==> config.mk <==
export PLATFORM = sky130hd
export DESIGN_NAME = tsc_store_unit
export DESIGN_NICKNAME = d
export VERILOG_FILES = /design/src/tsc_pkg.sv /design/src/tsc_flash_if.sv /design/src/tsc_flash.sv /design/src/tsc_store_unit.sv
export VERILOG_INCLUDE_DIRS = /design/src
export SDC_FILE = /design/constraint.sdc
export NUM_CORES = 1
export LEC_CHECK = 0
export BUFFER_PORTS_ARGS = -buffer_cell sky130_fd_sc_hd__buf_4
export CAP_MARGIN = 20
export CORE_ASPECT_RATIO = 1.4
export CORE_MARGIN = 4
export CORE_UTILIZATION = 50
export DETAILED_ROUTE_END_ITERATION = 8
export PLACE_DENSITY = 0.67
export SLEW_MARGIN = 20
export SYNTH_ARGS = -nofsm -noshare
export SYNTH_HDL_FRONTEND = slang
export SYNTH_HIERARCHICAL = 1
export SYNTH_SLANG_ARGS = --single-unit
==> constraint.sdc <==
create_clock -name pclk -period 3.4 [get_ports pclk]
set_clock_uncertainty 0.15 [all_clocks]
set_input_delay 0.68 -clock pclk [delete_from_list [all_inputs] [get_ports pclk]]
set_output_delay 0.68 -clock pclk [all_outputs]
set_load 0.01 [all_outputs]
==> src/tsc_params.svh <==
// constants of the tuning store command unit: register offsets, fields, codes, timing
// assumes inclusion by the package and by each design file that needs them
`ifndef TSC_PARAMS_SVH
`define TSC_PARAMS_SVH

// apb byte offsets
`define TSC_OFS_CMD     8'h00
`define TSC_OFS_TUNE    8'h04
`define TSC_OFS_PROG    8'h08
`define TSC_OFS_ANA     8'h0C
`define TSC_OFS_STAT    8'h10
`define TSC_OFS_WORD    8'h14

// program word fields (lsb positions)
`define TSC_W_MS        15
`define TSC_W_BAND      13
`define TSC_W_TUNE      1
`define TSC_W_SKIP      0

// command and source codes
`define TSC_CMD_NONE    4'h0
`define TSC_CMD_STPROG  4'h1
`define TSC_CMD_STANA   4'h2
`define TSC_CMD_BAND    4'h3
`define TSC_CMD_MSSEQ   4'h4
`define TSC_CMD_NORM    4'h5
`define TSC_CMD_MADDR   4'h6
`define TSC_CMD_SKIP    4'h7
`define TSC_SRC_KEYPAD  2'h0
`define TSC_SRC_DATA    2'h1
`define TSC_SRC_REMOTE  2'h2

// sizes and reset values
`define TSC_PROG_WORDS  5'h14
`define TSC_ANA_LAST    2'h3
`define TSC_RST_PROG    5'h00

// timing
`define TSC_CLK_HZ      10000000
`define TSC_FLASH_HZ    5
`define TSC_FLASH_MS    1000
`define TSC_FLASH_HALF_CYC (`TSC_CLK_HZ / (2 * `TSC_FLASH_HZ))
`define TSC_FLASH_HALVES   (`TSC_FLASH_MS * 2 * `TSC_FLASH_HZ / 1000)

`endif

==> src/tsc_pkg.sv <==
// types of the tuning store command unit
// assumes tsc_params.svh beside it
package tsc_pkg;
  `include "tsc_params.svh"

  typedef enum logic [3:0] {
    cmd_none   = `TSC_CMD_NONE,
    cmd_stprog = `TSC_CMD_STPROG,
    cmd_stana  = `TSC_CMD_STANA,
    cmd_band   = `TSC_CMD_BAND,
    cmd_msseq  = `TSC_CMD_MSSEQ,
    cmd_norm   = `TSC_CMD_NORM,
    cmd_maddr  = `TSC_CMD_MADDR,
    cmd_skip   = `TSC_CMD_SKIP
  } tsc_cmd_t;

  typedef enum logic [1:0] {
    keypad_source = `TSC_SRC_KEYPAD,
    data_source   = `TSC_SRC_DATA,
    remote_source = `TSC_SRC_REMOTE,
    bad_source    = 2'h3
  } tsc_src_t;

  typedef enum logic [1:0] {st_idle, st_ana_wr, st_norm} tsc_state_t;

  typedef struct packed {
    tsc_state_t        state;
    logic [1:0]        idx;
    logic              addr_pend;
    logic [4:0]        prog_addr;
    logic              skip_flag;
    logic [11:0]       tune;
    logic [1:0]        band;
    logic [1:0]        ms;
    logic [3:0][5:0]   ana_cnt;
    logic [3:0][5:0]   ana_mem;
    logic [3:0][5:0]   ana_out;
    logic              ana_en;
    logic [19:0][16:0] prog_mem;
    logic              flash_go;
    logic              pready;
    logic              pslverr;
    logic [31:0]       prdata;
  } tsc_st_t;

  typedef struct packed {
    logic [19:0] cnt;
    logic [3:0]  halves;
    logic        active;
    logic        lit;
  } tsc_flash_st_t;
endpackage : tsc_pkg

==> src/tsc_flash_if.sv <==
// link between the command unit and its confirmation flasher
// assumes both ends on the same pclk
`timescale 1ns/1ns
interface tsc_flash_if;
  logic start;
  logic active;
  logic lit;
  modport ctl (output start, input active, input lit);
  modport tmr (input start, output active, output lit);
endinterface : tsc_flash_if

==> src/tsc_flash.sv <==
// display confirmation flasher: 5 Hz blink for 1 s after a start pulse
// assumes pclk at 10 MHz and a one-cycle start pulse
`timescale 1ns/1ns
`include "tsc_params.svh"
module tsc_flash
  import tsc_pkg::*;
#(
  parameter int unsigned HALF_CYC = `TSC_FLASH_HALF_CYC
) (
  input wire logic pclk,
  input wire logic presetn,
  tsc_flash_if.tmr fl
);
  tsc_flash_st_t s;
  tsc_flash_st_t next_s;

  always_comb begin
    next_s = s;
    if (fl.start) begin
      // a fresh start restarts the whole second
      next_s.active = 1'b1;
      next_s.lit    = 1'b0;
      next_s.cnt    = 20'h0_0000;
      next_s.halves = 4'h0;
    end else if (s.active) begin
      next_s.cnt = s.cnt + 20'h0_0001;
      if (s.cnt == 20'(HALF_CYC - 1)) begin
        next_s.cnt    = 20'h0_0000;
        next_s.lit    = !s.lit;
        next_s.halves = s.halves + 4'h1;
        if (s.halves == 4'(`TSC_FLASH_HALVES - 1)) begin
          next_s.active = 1'b0;
          next_s.lit    = 1'b1;
        end
      end
    end
  end

  always_ff @(posedge pclk or negedge presetn) begin
    if (!presetn) begin
      s <= '{cnt: 20'h0_0000, halves: 4'h0, active: 1'b0, lit: 1'b1};
    end else begin
      s <= next_s;
    end
  end

  assign fl.active = s.active;
  assign fl.lit    = s.lit;
endmodule : tsc_flash

==> src/tsc_store_unit.sv <==
// tuning store command unit: executes store, sequence, normalise and skip commands
// assumes an apb master on pclk and a single synchronous option select level
//
// How it works
// - store program writes counters to addressed word
// - store program clears that word's skip bit
// - confirm with 5 Hz flash for 1 s
// - store analog writes memories one by one
// - band sequence advances one band per strobe
// - multi standard sequence adds one per strobe
// - normalise reloads converters from memories in turn
// - analog outputs disabled during normalise
// - after addressing, next selection is store target
// - set skip marks the selected program word
// - skip defeat input ignores skip bits
// - keypad only, except normalise from any source
// - word is ms, band, tuning, skip bit
//
// Implementation choices: the APB slave port and the register offsets.
`timescale 1ns/1ns
`include "tsc_params.svh"
module tsc_store_unit
  import tsc_pkg::*;
#(
  parameter int unsigned FLASH_HALF_CYC = `TSC_FLASH_HALF_CYC
) (
  input  wire logic        pclk,
  input  wire logic        presetn,
  input  wire logic        psel,
  input  wire logic        penable,
  input  wire logic        pwrite,
  input  wire logic [7:0]  paddr,
  input  wire logic [31:0] pwdata,
  output logic [31:0]      prdata,
  output logic             pready,
  output logic             pslverr,
  input  wire logic        option_select_input,
  output logic [11:0]      tuning_out,
  output logic [1:0]       band_out,
  output logic [1:0]       multi_standard_out,
  output logic [23:0]      analog_out,
  output logic             analog_enable,
  output logic             display_on
);
  tsc_st_t      s;
  tsc_st_t      next_s;
  tsc_flash_if  fl ();

  logic         acc;
  logic         wr;
  logic         req;
  tsc_cmd_t     cmd;
  tsc_src_t     src;
  logic         cmd_ok;
  logic         prog_wr;
  logic [16:0]  sel_word;
  logic [16:0]  cur_word;
  logic [5:0]   cnt_at_idx;
  logic [5:0]   mem_at_idx;

  tsc_flash #(.HALF_CYC(FLASH_HALF_CYC)) u_flash (
    .pclk    (pclk),
    .presetn (presetn),
    .fl      (fl)
  );

  // apb access completes in the cycle where pready is high
  assign acc      = psel && penable && s.pready;
  assign wr       = acc && pwrite;
  assign req      = psel && penable && !s.pready;
  assign cmd      = tsc_cmd_t'(pwdata[3:0]);
  assign src      = tsc_src_t'(pwdata[5:4]);
  assign prog_wr  = wr && (paddr == `TSC_OFS_PROG) && (pwdata[4:0] < `TSC_PROG_WORDS);
  assign sel_word = s.prog_mem[pwdata[4:0]];
  assign cur_word = {s.ms, s.band, s.tune, 1'b0};
  assign cnt_at_idx = s.ana_cnt[s.idx];
  assign mem_at_idx = s.ana_mem[s.idx];
  assign fl.start   = s.flash_go;

  assign cmd_ok = wr && (paddr == `TSC_OFS_CMD) && (s.state == st_idle)
                  && ((src == keypad_source)
                      || ((cmd == cmd_norm) && (src != bad_source)));

  always_comb begin
    next_s          = s;
    next_s.flash_go = 1'b0;
    next_s.pready   = req;
    next_s.pslverr  = 1'b0;
    next_s.prdata   = 32'h0000_0000;

    // analog sequencer, one channel per cycle
    unique case (s.state)
      st_idle: begin
      end
      st_ana_wr: begin
        next_s.ana_mem[s.idx] = s.ana_cnt[s.idx];
        next_s.idx            = s.idx + 2'h1;
        if (s.idx == `TSC_ANA_LAST) begin
          next_s.state    = st_idle;
          next_s.flash_go = 1'b1;
        end
      end
      st_norm: begin
        next_s.ana_out[s.idx] = s.ana_mem[s.idx];
        next_s.idx            = s.idx + 2'h1;
        if (s.idx == `TSC_ANA_LAST) begin
          next_s.state  = st_idle;
          next_s.ana_en = 1'b1;
        end
      end
    endcase

    if (cmd_ok) begin
      unique case (cmd)
        cmd_stprog: begin
          next_s.prog_mem[s.prog_addr] = cur_word;
          next_s.skip_flag             = 1'b0;
          next_s.flash_go              = 1'b1;
        end
        cmd_stana: begin
          next_s.state = st_ana_wr;
          next_s.idx   = 2'h0;
        end
        cmd_band: begin
          next_s.band = s.band + 2'h1;
        end
        cmd_msseq: begin
          next_s.ms = s.ms + 2'h1;
        end
        cmd_norm: begin
          next_s.state  = st_norm;
          next_s.idx    = 2'h0;
          next_s.ana_en = 1'b0;
        end
        cmd_maddr: begin
          next_s.addr_pend = 1'b1;
        end
        cmd_skip: begin
          next_s.prog_mem[s.prog_addr][`TSC_W_SKIP] = 1'b1;
          next_s.skip_flag                          = 1'b1;
          next_s.flash_go                           = 1'b1;
        end
        default: begin
        end
      endcase
    end

    if (prog_wr) begin
      next_s.prog_addr = pwdata[4:0];
      if (s.addr_pend) begin
        next_s.prog_mem[pwdata[4:0]] = cur_word;
        next_s.addr_pend             = 1'b0;
        next_s.skip_flag             = 1'b0;
        next_s.flash_go              = 1'b1;
      end else if (!sel_word[`TSC_W_SKIP] || option_select_input) begin
        // recall skipped words only under defeat
        next_s.ms        = sel_word[`TSC_W_MS +: 2];
        next_s.band      = sel_word[`TSC_W_BAND +: 2];
        next_s.tune      = sel_word[`TSC_W_TUNE +: 12];
        next_s.skip_flag = sel_word[`TSC_W_SKIP];
      end
    end

    if (wr && (paddr == `TSC_OFS_TUNE)) begin
      next_s.ms   = pwdata[13:12];
      next_s.band = pwdata[15:14];
      next_s.tune = pwdata[11:0];
    end
    if (wr && (paddr == `TSC_OFS_ANA)) begin
      next_s.ana_cnt = pwdata[23:0];
    end

    if (req) begin
      unique case (paddr)
        `TSC_OFS_CMD: next_s.prdata = {31'h0000_0000, s.state != st_idle};
        `TSC_OFS_TUNE: next_s.prdata = {16'h0000, s.band, s.ms, s.tune};
        `TSC_OFS_PROG: next_s.prdata = {27'h000_0000, s.prog_addr};
        `TSC_OFS_ANA: next_s.prdata = {8'h00, s.ana_cnt};
        `TSC_OFS_STAT: next_s.prdata = {26'h000_0000, option_select_input,
                                        s.skip_flag, s.addr_pend, s.ana_en,
                                        fl.active, s.state != st_idle};
        `TSC_OFS_WORD: next_s.prdata = {15'h0000, s.prog_mem[s.prog_addr]};
        default: next_s.pslverr = 1'b1;
      endcase
    end
  end

  always_ff @(posedge pclk or negedge presetn) begin
    if (!presetn) begin
      s           <= '0;
      s.state     <= st_idle;
      s.prog_addr <= `TSC_RST_PROG;
      s.ana_en    <= 1'b1;
    end else begin
      s <= next_s;
    end
  end

  assign prdata             = s.prdata;
  assign pready             = s.pready;
  assign pslverr            = s.pslverr;
  assign tuning_out         = s.tune;
  assign band_out           = s.band;
  assign multi_standard_out = s.ms;
  assign analog_out         = s.ana_out;
  assign analog_enable      = s.ana_en;
  assign display_on         = fl.lit;
endmodule : tsc_store_unit

**After elaboration in Yosys (flattened, before gate mapping)**

Cells that the tools add are included.

- Bitwise logic cells: 1
- Order comparisons: 7
- Muxes and demuxes: 52
- Equal/unequal tests: 19
- Add/subtract/negate cells: 5
- Reduce and logical (&&, ||, !) cells: 32

Operator list:

| kind | count |
|---|---|
| 341-bit 2-to-1 mux | 2 |
| 341-bit one-hot mux with 2 select lines | 1 |
| 340-bit bitwise mux | 2 |
| 342-bit 2-to-1 mux | 1 |
| 340-bit bitwise OR | 1 |
| 17-bit demux with 5-bit select | 3 |
| 17-bit binary-select mux with 5-bit select | 2 |
| 24-bit one-hot mux with 6 select lines | 1 |
| 17-bit 2-to-1 mux | 5 |
| 26-bit 2-to-1 mux | 3 |
| 24-bit bitwise mux | 2 |
| 33-bit 2-to-1 mux | 1 |
| 16-bit 2-to-1 mux | 2 |
| 6-bit binary-select mux with 2-bit select | 2 |
| 23-bit 2-to-1 mux | 1 |
| 20-bit by 1-bit adder with 20-bit output (second input constant) | 1 |
| 20-bit equality test (second input constant) | 1 |
| 6-bit 2-to-1 mux | 3 |
| 4-bit by 3-bit equality test with 1-bit output (second input constant) | 4 |
| 8-bit by 4-bit equality test with 1-bit output (second input constant) | 2 |
| 8-bit by 5-bit equality test with 1-bit output (second input constant) | 2 |
| 1-bit logical AND | 15 |
| 6-bit demux with 2-bit select | 1 |
| 5-bit by 6-bit < comparator with 1-bit output (second input constant) | 2 |
| 29 further kinds | 56 |

- Register bits: 501
- Logic and storage cells: 165
- Output and inout bits: 76
- Bits of input ports: 46

**Longest topological paths before layout**

Gate-level depths: netlist of the first run.

- Depth after elaboration: 11
- Depth in mapped cells: 11
- Mapped depth without buffers: 8

**Cells and area by module**

Netlist of the first run, hierarchy kept.

Modules (own cells, without submodules):

| module | area each (µm²) | sequential area each (µm²) | times used | cells an instance |
|---|---|---|---|---|
| tsc_store_unit | 25152.9 | 11687.5 | 1 | 1799 |
| tsc_flash | 1497.7 | 651.9 | 1 | 159 |

**Worst setup path before layout of the first run**

No wires, ideal clock.

- Kind: input -> register
- Start point: in pwdata[1]
- End point: reg s (netlist bit tuning_out[2])
- Path slack: 0.156 ns
- Library setup time: 0.118 ns
- Data required time: 3.132 ns
- Buffers on the path: 4
- Stages on the path: 9
- Arrival time: 2.976 ns
- Path through: buf_2 buf_2 buf_1 clkbuf_1 mux4_2 a22o_1 a221oi_1 o21ai_0 a21o_1

- Cells in the longest elaborated chain, start to end: 6

Ends and longest elaborated chain:

| item | RTL line | source |
|---|---|---|
| from (decl) | tsc_store_unit.sv:33 | `input wire logic [31:0] pwdata,` |
| 17-bit binary-select mux with 5-bit select | tsc_store_unit.sv:74 | `assign sel_word = s.prog_mem[pwdata[4:0]];` |
| 17-bit 2-to-1 mux (not written as such) | tsc_store_unit.sv:74 |  |
| 17-bit 2-to-1 mux / 1-bit logical NOT (equally long branches) | tsc_store_unit.sv:155 | `` end else if (!sel_word[`TSC_W_SKIP] \|\| option_select_input) begin `` |
| 16-bit 2-to-1 mux / 1-bit logical OR (equally long branches) | tsc_store_unit.sv:150, tsc_store_unit.sv:155 |  |
| 23-bit 2-to-1 mux / 2-bit nonzero test (equally long branches) | n/a |  |
| 16-bit 2-to-1 mux / 3-bit AND reduction (equally long branches) | n/a |  |
| to (signal assigned) | tsc_store_unit.sv:195 | `s <= next_s;` |
| to (decl) | tsc_store_unit.sv:45 | `tsc_st_t s;` |

Parallel ways exist; a longest one is shown, timed or not. The select of a mux whose other input is x is not followed.
A chain may end at the register's enable or synchronous reset.

==> results of run 1 <==
## worst max-delay path: cells and delay by family (launching register included)
kind                       cells  cell delay (ns)
and+or+nand+nor                3             0.88
AOI/OAI and AO/OA              2             0.68
DFF                            1             0.40
muxes                          1             0.35
buffers and inverters          2             0.34
adders and majority gates      1             0.20
## per-layer routing
layer  wire, um  GRT usage, %  up-vias  part of all wire (%)
met5         11             0        -                 0.014
met4       3489         10.66        2                   4.6
met3       4082         4.224      183                   5.4
met2      39290         46.93      608                    52
met1      29030         32.72     9382                    38
li1           -             -     7485                     -
## worst paths after layout
kind,from,end,slack (ns),cells after the start
min in group asynchronous,presetn,u_flash/s[14],0.56,2
setup / recovery,s[473],s[87],0.28,9
hold / removal,pwdata[19],s[443],0.19,2
hold reg to reg,analog_out[18],analog_out[18],0.36,1
setup reg to reg,s[473],s[87],0.28,9
max in group asynchronous,presetn,prdata[6],1.60,3
## state kept, by name, indices dropped and copies added, names as in the netlist
| signal | count |
|---|---|
| s | 399 |
| analog_out | 24 |
| prdata | 24 |
| u_flash/s | 24 |
| tuning_out | 12 |
| band_out | 2 |
| multi_standard_out | 2 |
| analog_enable | 1 |
| fl.start | 1 |
| pready | 1 |
| pslverr | 1 |
| u_flash/fl.active | 1 |
| u_flash/fl.lit | 1 |
## metrics by stage
| stage | hold slack, ns | power (mW) |
|---|---|---|
| 2_1_floorplan | 0.2344 | 6.260 |
| 3_3_place_gp | 0.3325 | 6.556 |
| 3_5_place_dp | 0.3393 | 6.566 |
| 4_1_cts | 0.1702 | 12.20 |
| 5_1_grt | 0.1832 | 12.50 |
| 6_report | 0.1902 | 12.11 |
## area by class of cell
cell class                 instances  area share (%)
multi-input combinational       1220           43.38
sequential                       493           41.03
timing repair buffer             243           6.774
clock buffer                      65           4.566
tap                              707           2.940
clock inverter                    19          0.9689
inverter                          27          0.3368
## cell usage after synthesis, drive strengths merged (4+ instances only)
master | instances | area share (%)
dfrtp | 491 | 46
mux2 | 399 | 17
mux4 | 180 | 15
buf | 138 | 3.4
nand2 | 113 | 1.6
clkbuf | 87 | 1.3
mux2i | 51 | 1.9
o21ai | 49 | 0.92
nor2 | 47 | 0.70
a22oi | 38 | 1.3
nand3 | 38 | 0.76
a21oi | 29 | 0.59
inv | 26 | 0.37
a22o | 22 | 0.72
and2 | 17 | 0.40
nand4 | 16 | 0.43
nor3 | 16 | 0.38
o221ai | 14 | 0.46
nor2b | 13 | 0.31
o22ai | 13 | 0.31
a21o | 12 | 0.34
and4 | 11 | 0.37
a221oi | 10 | 0.33
a31oi | 10 | 0.23
ha | 10 | 0.47
nand2b | 10 | 0.23
and3 | 9 | 0.21
xor2 | 9 | 0.30
nor4 | 8 | 0.47
a32oi | 7 | 0.34
o21a | 7 | 0.20
or3 | 7 | 0.17
o211ai | 5 | 0.16
or2 | 5 | 0.12
xnor2 | 4 | 0.13
## cell usage in the layout (no fill, tap or decap), types with 8 or more instances in the layout
master / synthesis / layout
sky130_fd_sc_hd__dfrtp_1: 491 / 489
sky130_fd_sc_hd__mux2_2: 357 / 357
sky130_fd_sc_hd__buf_4: 75 / 224
sky130_fd_sc_hd__mux4_2: 180 / 180
sky130_fd_sc_hd__nand2_1: 112 / 112
sky130_fd_sc_hd__mux2i_1: 51 / 51
sky130_fd_sc_hd__o21ai_0: 49 / 49
sky130_fd_sc_hd__clkbuf_16: 0 / 47
sky130_fd_sc_hd__nor2_1: 45 / 45
sky130_fd_sc_hd__nand3_1: 37 / 37
sky130_fd_sc_hd__mux2_4: 37 / 37
sky130_fd_sc_hd__a22oi_1: 33 / 32
sky130_fd_sc_hd__inv_1: 26 / 26
sky130_fd_sc_hd__a22o_1: 22 / 22
sky130_fd_sc_hd__a21oi_1: 26 / 21
sky130_fd_sc_hd__and2_1: 17 / 17
sky130_fd_sc_hd__buf_12: 1 / 16
sky130_fd_sc_hd__nand4_1: 15 / 15
sky130_fd_sc_hd__o221ai_1: 14 / 14
sky130_fd_sc_hd__nor2b_1: 13 / 13
sky130_fd_sc_hd__o22ai_1: 13 / 13
sky130_fd_sc_hd__clkbuf_8: 1 / 13
sky130_fd_sc_hd__nor3_1: 13 / 12
sky130_fd_sc_hd__a21o_1: 12 / 12
sky130_fd_sc_hd__nand2b_1: 10 / 10
sky130_fd_sc_hd__a31oi_1: 10 / 10
sky130_fd_sc_hd__a221oi_1: 10 / 10
sky130_fd_sc_hd__ha_1: 10 / 10
sky130_fd_sc_hd__and4_1: 9 / 9
sky130_fd_sc_hd__and3_1: 9 / 9
sky130_fd_sc_hd__xor2_1: 9 / 9
sky130_fd_sc_hd__a21oi_2: 3 / 8
sky130_fd_sc_hd__conb_1: 1 / 8
## cell families after synthesis
family | share of synthesized area, %
simple gates | 6.775
other cells | 0.01407
mux | 34.51
fa+ha+maj | 0.4695
flops | 46.30
buf+inv | 5.033
compound gates | 6.474
xor+xnor | 0.4272
## power groups by stage
| stage | Clock (mW) | Sequential, mW | Combinational (mW) |
|---|---|---|---|
| floorplan | 0 | 6.03 | 0.232 |
| finish | 5.66 | 5.94 | 0.520 |
| detailed placement | 0 | 6.04 | 0.522 |
| global placement | 0 | 6.04 | 0.514 |
| global route | 6.00 | 5.94 | 0.567 |
| CTS | 5.74 | 5.93 | 0.524 |
==> results.rst, run 1 <==
.. list-table::
   :header-rows: 1

   * - Metric
     - Value
   * - Setup violations, final
     - 0
   * - Max frequency
     - 320.8 MHz
   * - Global route overflow
     - 0
   * - Clock tree buffer depth
     - 3
   * - Share of total power in sequential cells
     - 49.0%
   * - Total number of vias
     - 17660
   * - Chip Height
     - 281.2 um
   * - Largest net degree at the start of global routing
     - 90
   * - Insertion delay of the later-clocked pin in the worst-skew pair
     - 0.57 ns
   * - Clk sinks
     - 493
   * - Number of top-level pins
     - 122
   * - Placement-stage worst setup slack
     - 0.03158 ns
   * - Commonest register cell after synthesis
     - sky130_fd_sc_hd__dfrtp_1
   * - Number of enable flip-flop cells after synthesis
     - 0
   * - Ratio of total power to cell area
     - 402.5 nW/um2
   * - CTS clock-pin slew for the worst setup and hold paths
     - about 0.07 ns
   * - Ratio of cells with drive above 1 in the final layout
     - 46.11%
   * - Fraction of power spent switching nets
     - between 20% and 30%
   * - Number of warning messages in the yosys log
     - 6
   * - Sequential element share of the synthesized area
     - between 40% and 50%
   * - Initial Utilization
     - 50.86%
   * - Detail Placement HPWL
     - 53260 um
   * - Width of the die
     - a little over 200 um
   * - Int Power
     - between 9 and 10 mW
   * - Largest fanout on the critical path
     - 7
   * - Critical path endpoint category
     - flip-flop
   * - Critical Path Source Type
     - flip-flop
   * - Total wire length after detailed routing
     - around 76000 um
   * - Cell breakdown of the critical path
     - inv_1 > ha_1 > nor2b_1 > o211ai_2 > nor2_2 > and3_1 > a22o_1 > buf_4 > mux2_2
   * - H-tree level count
     - 2
   * - Crit path required time
     - 3.69 ns
   * - Hold Vio Cnt, Final
     - 0
   * - Post-route ant nets
     - 0
   * - Number of DRC violations after detailed-routing iteration 0
     - roughly 1400
   * - Per-cell via count in the routed design
     - around 6.4
   * - Crit-path max cell delay
     - about 0.40 ns
   * - Count of cell types in the netlist
     - 87
   * - Count of nets after finishing
     - 2088
   * - Die Footprint
     - between 50000 and 60000 um2
   * - Total of max-cap violations
     - 0
   * - Worst endpoint data arrival time
     - ~3.4 ns
   * - Total standard cell area after synthesis
     - roughly 27000 um2
   * - Total negative setup slack
     - 0 ns
   * - PostCTS Resize Cnt
     - 0
   * - Net switching power
     - around 2.7 mW
   * - Smallest setup slack after layout
     - roughly 0.28 ns
   * - Global Route Usage Sum
     - 26.53%
   * - End-of-flow core utilization
     - 57.43%
   * - Remaining max-slew budget at the tightest pin
     - 28.03%
   * - RSZ-0062 raised after global routing
     - false
   * - Fill cell total of the finished layout
     - slightly above 4000
   * - Status
     - complete, no violations
   * - Port Buffer Count
     - 105
   * - Static power due to leakage
     - 14.16 nW
   * - Number of buffers added to fix hold violations after cts
     - 1
   * - Routability-driven placement congestion ratio
     - between 0.9 and 1
   * - Combinational Power Share
     - 4.3%
   * - Clock period minus final worst setup slack
     - 3.117 ns
   * - Number of synthesized register bits
     - 493
   * - # DRC
     - 0
   * - Avg Cell Area, Syn
     - ~14 um2
   * - Worst setup path class
     - flip-flop to flip-flop
   * - TritonCTS clock tree
     - built
   * - Class of the tightest hold or removal check
     - input port to flip-flop
   * - ANT cells
     - 0
   * - Number of pins with negative max-slew slack in the final report
     - 0
   * - FP Rows
     - approximately 100
   * - Portion of total power attributed to the clock network
     - a little under half
   * - Mapped Cells
     - 1958
   * - Wire length of the first global-routing pass
     - 116000 um
   * - Multi-input gate area in the final layout
     - 13050 um2
   * - Transition time of the tightest slew-check pin
     - ~1.1 ns
   * - Synth async-reset ratio
     - 100.0%
   * - Area added between synthesis and finish
     - 12.91%
   * - Inserted Clock Buffers
     - 47
   * - Number of optimization iterations in the first detailed-route pass
     - 5
   * - Critical Path Slowest Stage Cell
     - sky130_fd_sc_hd__dfrtp_1
   * - Cell count after placement
     - 2689
   * - Clock root buffer
     - sky130_fd_sc_hd__clkbuf_16
   * - Core box area
     - 52400 um2
   * - Initial antenna violation count
     - 1
   * - Post-route insts no fill
     - between 2000 and 3000
   * - Footprint of the flip-flops and latches
     - approximately 12000 um2
   * - Vias in the first global route
     - 18640
   * - Maximum ir drop on the vdd rail
     - 414.3 uV
   * - Post-route cell area
     - approximately 30000 um2
   * - Post-placement cell area
     - 28410 um2
   * - Crit share post-route
     - between 90% and 100%
   * - Wire length per cell after detailed routing
     - between 20 and 30 um
   * - Setup repair bufs after CTS
     - 0
(Power assumes the default switching activity.)
==> inputs of run 2 (changes only) <==
Settings changed: CTS_BUF_LIST set to sky130_fd_sc_hd__clkbuf_4.
==> run 2 against run 1 <==
Against the previous run: sequential power is essentially flat; flip-flop and latch count is the same; clock power shrank 16%; critical endpoint unchanged; power shrank 7.4%; largest cell class unchanged; highest routed layer is now met4; critical path depth is the same.
==> results.rst, run 2 (same netlist as run 1, synthesis figures left out) <==
.. list-table::
   :header-rows: 1

   * - Metric
     - Value
   * - Status
     - complete, no violations
   * - Worst Hold Launch
     - pwdata[2]
   * - Path depth of the worst reg2reg path
     - 9 (unchanged)
   * - Core box area
     - 52400 um2 (unchanged)
   * - Critical path endpoint category
     - flip-flop
   * - Ratio of cells with drive above 1 in the final layout
     - 47.21% (+1.1 points)
   * - Worst endpoint data arrival time
     - 3.65 ns (+0.24 ns)
   * - Worst Hold Path Cells
     - 4 (+2)
   * - Insertion delay of the later-clocked pin in the worst-skew pair
     - 0.86 ns (+0.29 ns)
   * - Count of nets after finishing
     - 2180 (+4.4%)
   * - Transition time of the tightest slew-check pin
     - 1.083 ns (+0.003714 ns)
   * - TritonCTS clock tree
     - built
   * - Clock period minus final worst setup slack
     - 3.077 ns (-0.04008 ns)
   * - Crit share post-route
     - 90.51% (-1.2 points)
   * - Worst setup path class
     - flip-flop to flip-flop
   * - Commonest cells after routing, fill and taps aside
     - 489 x sky130_fd_sc_hd__dfrtp_1, 357 x sky130_fd_sc_hd__mux2_2, 224 x sky130_fd_sc_hd__buf_4, 180 x sky130_fd_sc_hd__mux4_2, 159 x sky130_fd_sc_hd__clkbuf_4
   * - Ratio of total power to cell area
     - 372.6 nW/um2 (-7.4%)
   * - Area added between synthesis and finish
     - 13.00% (about the same)
   * - Leading cell type in the layout, fill and taps excluded
     - sky130_fd_sc_hd__dfrtp_1
   * - Detail Placement HPWL
     - 53260 um (unchanged)
   * - Int Power
     - 8.454 mW (-10%)
   * - Global route overflow
     - 0 (unchanged)
   * - Hold Vio Cnt, Final
     - 0 (unchanged)
   * - Worst Hold Endpoint
     - tuning_out[2]
   * - Origin of the critical flop-to-flop path
     - s[473]
   * - Class of the tightest hold or removal check
     - input port to flip-flop
   * - # DRC
     - 0 (unchanged)
   * - Number of optimization iterations in the first detailed-route pass
     - 5 (unchanged)
   * - Global Route Usage Sum
     - 26.82% (+0.30 points)
   * - Number of pins with negative max-slew slack in the final report
     - 0 (unchanged)
   * - H-tree level count
     - 3 (+1)
   * - FP Rows
     - 99 (unchanged)
   * - Clock root buffer
     - sky130_fd_sc_hd__clkbuf_4
   * - Combinational Power Share
     - 4.9% (+0.6 points)
   * - Chip Height
     - 281.2 um (unchanged)
   * - Total negative setup slack
     - 0 ns (unchanged)
   * - Max reg flops
     - 399 (unchanged)
   * - Max frequency
     - 324.9 MHz (+1.3%)
   * - Crit path required time
     - 3.97 ns (+0.28 ns)
   * - Crit-path max cell delay
     - 0.40 ns (about the same)
   * - Initial antenna violation count
     - 1 (unchanged)
   * - Clk sinks
     - 493 (unchanged)
   * - Fill cell total of the finished layout
     - 4212 (+1.7%)
   * - Total number of vias
     - 18160 (+2.8%)
   * - Largest net degree at the start of global routing
     - 90 (unchanged)
   * - Total of max-cap violations
     - 0 (unchanged)
   * - Routability-driven placement congestion ratio
     - 0.9193 (unchanged)
   * - Width of the die
     - 203.1 um (unchanged)
   * - CTS clock-pin slew for the worst setup and hold paths
     - 0.07 ns (about the same)
   * - Maximum ir drop on the vdd rail
     - 184.9 uV (-55%)
   * - Critical Path Slowest Stage Cell
     - sky130_fd_sc_hd__dfrtp_1
   * - Static power due to leakage
     - 14.28 nW (+0.88%)
   * - Cell breakdown of the critical path
     - inv_1 > ha_1 > nor2b_1 > o211ai_2 > nor2_2 > and3_1 > a22o_1 > buf_4 > mux2_2
   * - Remaining max-slew budget at the tightest pin
     - 27.78% (-0.25 points)
   * - RSZ-0062 raised after global routing
     - false
   * - Initial Utilization
     - 50.86% (unchanged)
   * - Port Buffer Count
     - 105 (unchanged)
   * - Post-route cell area
     - 30110 um2 (about the same)
   * - Die Footprint
     - 57110 um2 (unchanged)
   * - Largest fanout on the critical path
     - 7 (unchanged)
   * - Reg-to-reg setup timing slack
     - 0.32 ns (+0.04 ns)
   * - PostCTS Resize Cnt
     - 0 (unchanged)
   * - Fraction of power spent switching nets
     - 24.66% (+2.4 points)
   * - Total chip power
     - 11.22 mW (-7.4%)
   * - Register name with the most flops
     - s
   * - Per-cell via count in the routed design
     - 6.229 (-2.2%)
   * - Critical Path Source Type
     - flip-flop
   * - Post-route ant nets
     - 0 (unchanged)
   * - Vias in the first global route
     - 19310 (+3.6%)
   * - Total wire length after detailed routing
     - 76410 um (+0.67%)
   * - Clock tree buffer depth
     - 3 (unchanged)
   * - Wire length of the first global-routing pass
     - 117200 um (+1.0%)
   * - Number of DRC violations after detailed-routing iteration 0
     - 1431 (+4.9%)
   * - Wire length per cell after detailed routing
     - 26.20 um (-4.2%)
   * - Share of total power in sequential cells
     - 52.9% (+3.9 points)
   * - Setup violations, final
     - 0 (unchanged)
   * - Worst R2R End
     - s[87]
   * - Net switching power
     - 2.767 mW (+2.8%)
   * - Inserted Clock Buffers
     - 114 (+140%)
   * - Number of top-level pins
     - 122 (unchanged)
   * - Post-placement cell area
     - 28410 um2 (unchanged)
   * - Portion of total power attributed to the clock network
     - 42.3% (-4.4 points)
==> run 2: layout make-up <==
cell class                      instances  area [um2]  area share, %
Clock buffer                          159        1194          3.964
Clock inverter                         40       240.2         0.7977
Tap cell                              707       884.6          2.938
Sequential cell                       493       12350          41.00
Multi-Input combinational cell       1220       13050          43.35
Inverter                               27       101.3         0.3365
Timing Repair Buffer                  268        2288          7.599
Antenna cell                            2       5.005        0.01662
==> run 2: per-stage QoR <==
step	hold WS, ns	setup slack (ns)	std cells	utilization [%]
6_report	0.1686	0.3226	2916	57.47
5_1_grt	0.1611	0.2147	2915	57.47
4_1_cts	0.1058	0.3507	2914	57.46
3_5_place_dp	0.3393	0.03158	2689	54.23
3_3_place_gp	0.3325	0.03065	2689	54.23
2_1_floorplan	0.2344	0.1563	1965	-
==> run 2: power groups by stage <==
stage	registers, mW	clock network [mW]	logic [mW]
after global routing	5.93	5.18	0.594
after global placement	6.04	0	0.514
final	5.93	4.74	0.544
after floorplan	6.03	0	0.232
after detailed placement	6.04	0	0.522
after CTS	5.93	4.87	0.548
==> run 2: worst max-delay path by stage <==
stage                     slack [ns]  startpoint            end
after floorplan                 0.16   pwdata[1]  tuning_out[2]
after global placement          0.03    paddr[1]          s[89]
after detailed placement        0.03    paddr[1]          s[87]
after CTS                       0.35      s[473]          s[87]
after global routing            0.21      s[473]          s[88]
final                           0.32      s[473]          s[87]
==> run 2: what timing repair did <==
item                                   4_1_cts  5_1_grt
buffers inserted                             0        0
hold buffers                                26        0
endpoints found under the hold margin       91        0
==> run 2: worst max-delay path: cells and delay by family (launching register included) <==
kind | cells | cell delay (ns)
compound gates | 2 | 0.67
fa+ha+maj | 1 | 0.20
buf+inv | 2 | 0.34
flops | 1 | 0.40
mux | 1 | 0.36
simple gates | 3 | 0.83
==> run 2: per-layer routing <==
metal  vias to the layer above  share of wire (%)  track usage (%)
met5                         -                  0                0
met4                         0                4.6            11.82
met3                       198                5.9            4.755
met2                       712                 51            46.89
met1                      9518                 38            32.79
li1                       7735                  -                -
==> inputs of run 3 (changes only) <==
Settings changed: CAP_MARGIN 20 to unset, REMOVE_ABC_BUFFERS set to 1.
==> run 3 against run 2 <==
Against the previous run: utilization grew 0.60 points; non-clock buffer count grew 4; cell count grew 0.89%; worst setup slack lost 0.0054 ns; sequential share of layout area shrank 0.42 points; combinational power grew 6.1%; highest routed layer is now met5; die area is the same.
==> results.rst, run 3 (same netlist as run 1, synthesis figures left out) <==
.. list-table::
   :header-rows: 1

   * - Metric
     - Value
   * - Area added between synthesis and finish
     - 14.18%
   * - Total wire length after detailed routing
     - 81240 um (+6.3%)
   * - H-tree level count
     - 3 (unchanged)
   * - Register name with the most flops
     - s
   * - Max frequency
     - 324.4 MHz (-0.17%)
   * - Multi-input gate area in the final layout
     - 13050 um2 (unchanged)
   * - Clk sinks
     - 493 (unchanged)
   * - Inserted Clock Buffers
     - 120 (+5.3%)
   * - Worst Hold Launch
     - paddr[4]
   * - CTS clock-pin slew for the worst setup and hold paths
     - 0.07 ns (about the same)
   * - Number of top-level pins
     - 122 (unchanged)
   * - Wire length per cell after detailed routing
     - 27.61 um (+5.4%)
   * - Clock tree buffer depth
     - 3 (unchanged)
   * - Crit path required time
     - 4.01 ns (+0.04 ns)
   * - Ratio of total power to cell area
     - 377.2 nW/um2 (+1.2%)
   * - Class of the tightest hold or removal check
     - input port to flip-flop
   * - Initial Utilization
     - 50.86% (unchanged)
   * - Crit share post-route
     - 90.67% (+0.16 points)
   * - Wire length of the first global-routing pass
     - 121900 um (+4.0%)
   * - Critical path endpoint category
     - flip-flop
   * - Global Route Usage Sum
     - 28.45% (+1.6 points)
   * - Routability-driven placement congestion ratio
     - 0.9373 (+2.0%)
   * - Total of max-cap violations
     - 0 (unchanged)
   * - Count of nets after finishing
     - 2190 (+0.46%)
   * - Setup violations, final
     - 0 (unchanged)
   * - Initial antenna violation count
     - 3 (+2)
   * - Number of optimization iterations in the first detailed-route pass
     - 5 (unchanged)
   * - Largest fanout on the critical path
     - 17 (+10)
   * - Post-route ant nets
     - 0 (unchanged)
   * - Post-route insts no fill
     - 2942 (+0.89%)
   * - FP Rows
     - 99 (unchanged)
   * - RSZ-0062 raised after global routing
     - false
   * - Total number of vias
     - 18520 (+2.0%)
   * - Total chip power
     - 11.48 mW (+2.3%)
   * - Critical Path Source Type
     - input port
   * - Commonest cells after routing, fill and taps aside
     - 488 x sky130_fd_sc_hd__dfrtp_1, 357 x sky130_fd_sc_hd__mux2_2, 217 x sky130_fd_sc_hd__buf_4, 180 x sky130_fd_sc_hd__mux4_2, 166 x sky130_fd_sc_hd__clkbuf_4
   * - Number of pins with negative max-slew slack in the final report
     - 0 (unchanged)
   * - Global route overflow
     - 0 (unchanged)
   * - Vias in the first global route
     - 19520 (+1.1%)
   * - Core box area
     - 52400 um2 (unchanged)
   * - Width of the die
     - 203.1 um (unchanged)
   * - Footprint of the flip-flops and latches
     - 12350 um2 (about the same)
   * - Maximum ir drop on the vdd rail
     - 190.5 uV (+3.0%)
   * - Max reg flops
     - 399 (unchanged)
   * - Clock root buffer
     - sky130_fd_sc_hd__clkbuf_4
   * - # DRC
     - 0 (unchanged)
   * - Origin of the critical flop-to-flop path
     - s[473]
   * - Largest net degree at the start of global routing
     - 84 (-6.7%)
   * - Static power due to leakage
     - 14.43 nW (+1.0%)
   * - Die Footprint
     - 57110 um2 (unchanged)
   * - Per-cell via count in the routed design
     - 6.294 (+1.1%)
   * - Path depth of the worst reg2reg path
     - 9 (unchanged)
   * - Final-layout worst hold slack
     - 0.1095 ns (-0.05910 ns)
   * - Fill cell total of the finished layout
     - 4232 (+0.47%)
   * - Status
     - complete, no violations
   * - Detail Placement HPWL
     - 54460 um (+2.3%)
   * - Worst Hold Path Cells
     - 3 (-1)
   * - Chip Height
     - 281.2 um (unchanged)
   * - Worst endpoint data arrival time
     - 3.69 ns (+0.04 ns)
   * - Leading cell type in the layout, fill and taps excluded
     - sky130_fd_sc_hd__dfrtp_1
   * - Number of DRC violations after detailed-routing iteration 0
     - 1353 (-5.5%)
   * - Reg-to-reg setup timing slack
     - 0.36 ns (+0.04 ns)
   * - Timing startpoint of the critical path
     - pwdata[3]
   * - Remaining max-slew budget at the tightest pin
     - 17.81% (-10 points)
   * - Cell count after placement
     - 2694 (+0.19%)
   * - Transition time of the tightest slew-check pin
     - 1.233 ns (+0.1495 ns)
   * - TritonCTS clock tree
     - built
   * - Ratio of cells with drive above 1 in the final layout
     - 47.38% (+0.17 points)
   * - Worst setup path class
     - input port to flip-flop
   * - Insertion delay of the later-clocked pin in the worst-skew pair
     - 0.91 ns (+0.05 ns)
   * - Port Buffer Count
     - 105 (unchanged)
   * - Clock period minus final worst setup slack
     - 3.083 ns (+0.005381 ns)
   * - Hold Vio Cnt, Final
     - 0 (unchanged)
-- run 3: cell count changes in the layout (fill, tap and decap cells not counted), sizes merged --
cell         previous run  this run
clkinvlp                1         2
inv                    29        26
dlygate4sd3            26        24
clkinv                 34        51
buf                   242       248
clkbuf                159       166
-- run 3: final cells by class --
| type | count | share of cell area [%] |
|---|---|---|
| multi-input combinational | 1220 | 42.90 |
| sequential | 493 | 40.58 |
| timing repair buffer | 272 | 8.162 |
| clock buffer | 166 | 4.095 |
| tap | 707 | 2.907 |
| clock inverter | 55 | 1.011 |
| inverter | 27 | 0.3330 |
| antenna | 2 | 0.01645 |
-- run 3: report_power, final --
group	internal [mW]	switching, mW	total, mW
combinational	0.203	0.374	0.577
clock	2.49	2.47	4.97
sequential	5.89	0.0406	5.93
total	8.59	2.89	11.5
-- run 3: timing repair --
item | in CTS | in global routing
hold buffers | 24 | 0
endpoints found under the setup margin | 0 | 0
hold endpoints to repair | 102 | 0
gates resized for setup | 0 | 0
setup buffers | 0 | 0
-- run 3: critical path, cell delays in order --
cell and delay [ns]:
sky130_fd_sc_hd__dlygate4sd3_1 0.60, sky130_fd_sc_hd__buf_4 0.17, sky130_fd_sc_hd__and4bb_2 0.27, sky130_fd_sc_hd__o211ai_2 0.47
sky130_fd_sc_hd__nor4_4 0.10, sky130_fd_sc_hd__a22oi_4 0.96, sky130_fd_sc_hd__mux2_2 0.42
-- run 3: worst paths after layout --
path	end
worst max-delay path	s[189]
worst min-delay path	pslverr
worst max register to register	s[303]
worst min register to register	s[416]
max in group asynchronous	s[331]
min in group asynchronous	u_flash/s[23]
-- run 3: per-layer routing --
metal / vias to the layer above / global-route usage [%] / wire [um]
li1: 7793 / - / -
met2: 845 / 47.57 / 40360
met1: 9674 / 35.95 / 31410
met5: - / 0 / 13
met4: 2 / 14.38 / 4123
met3: 204 / 4.975 / 5325
-- run 3: per-stage QoR --
step | setup TNS (ns) | area (um2) | setup WS (ns) | utilization, %
after global placement | 0 | 28600 | 0.07769 | 54.59
after floorplan | -680.16 | 25440 | -2.487 | -
after CTS | 0 | 30400 | 0.3885 | 58.02
final | 0 | 30430 | 0.3172 | 58.08
after detailed placement | 0 | 28600 | 0.01387 | 54.59
after global routing | 0 | 30430 | 0.2555 | 58.08
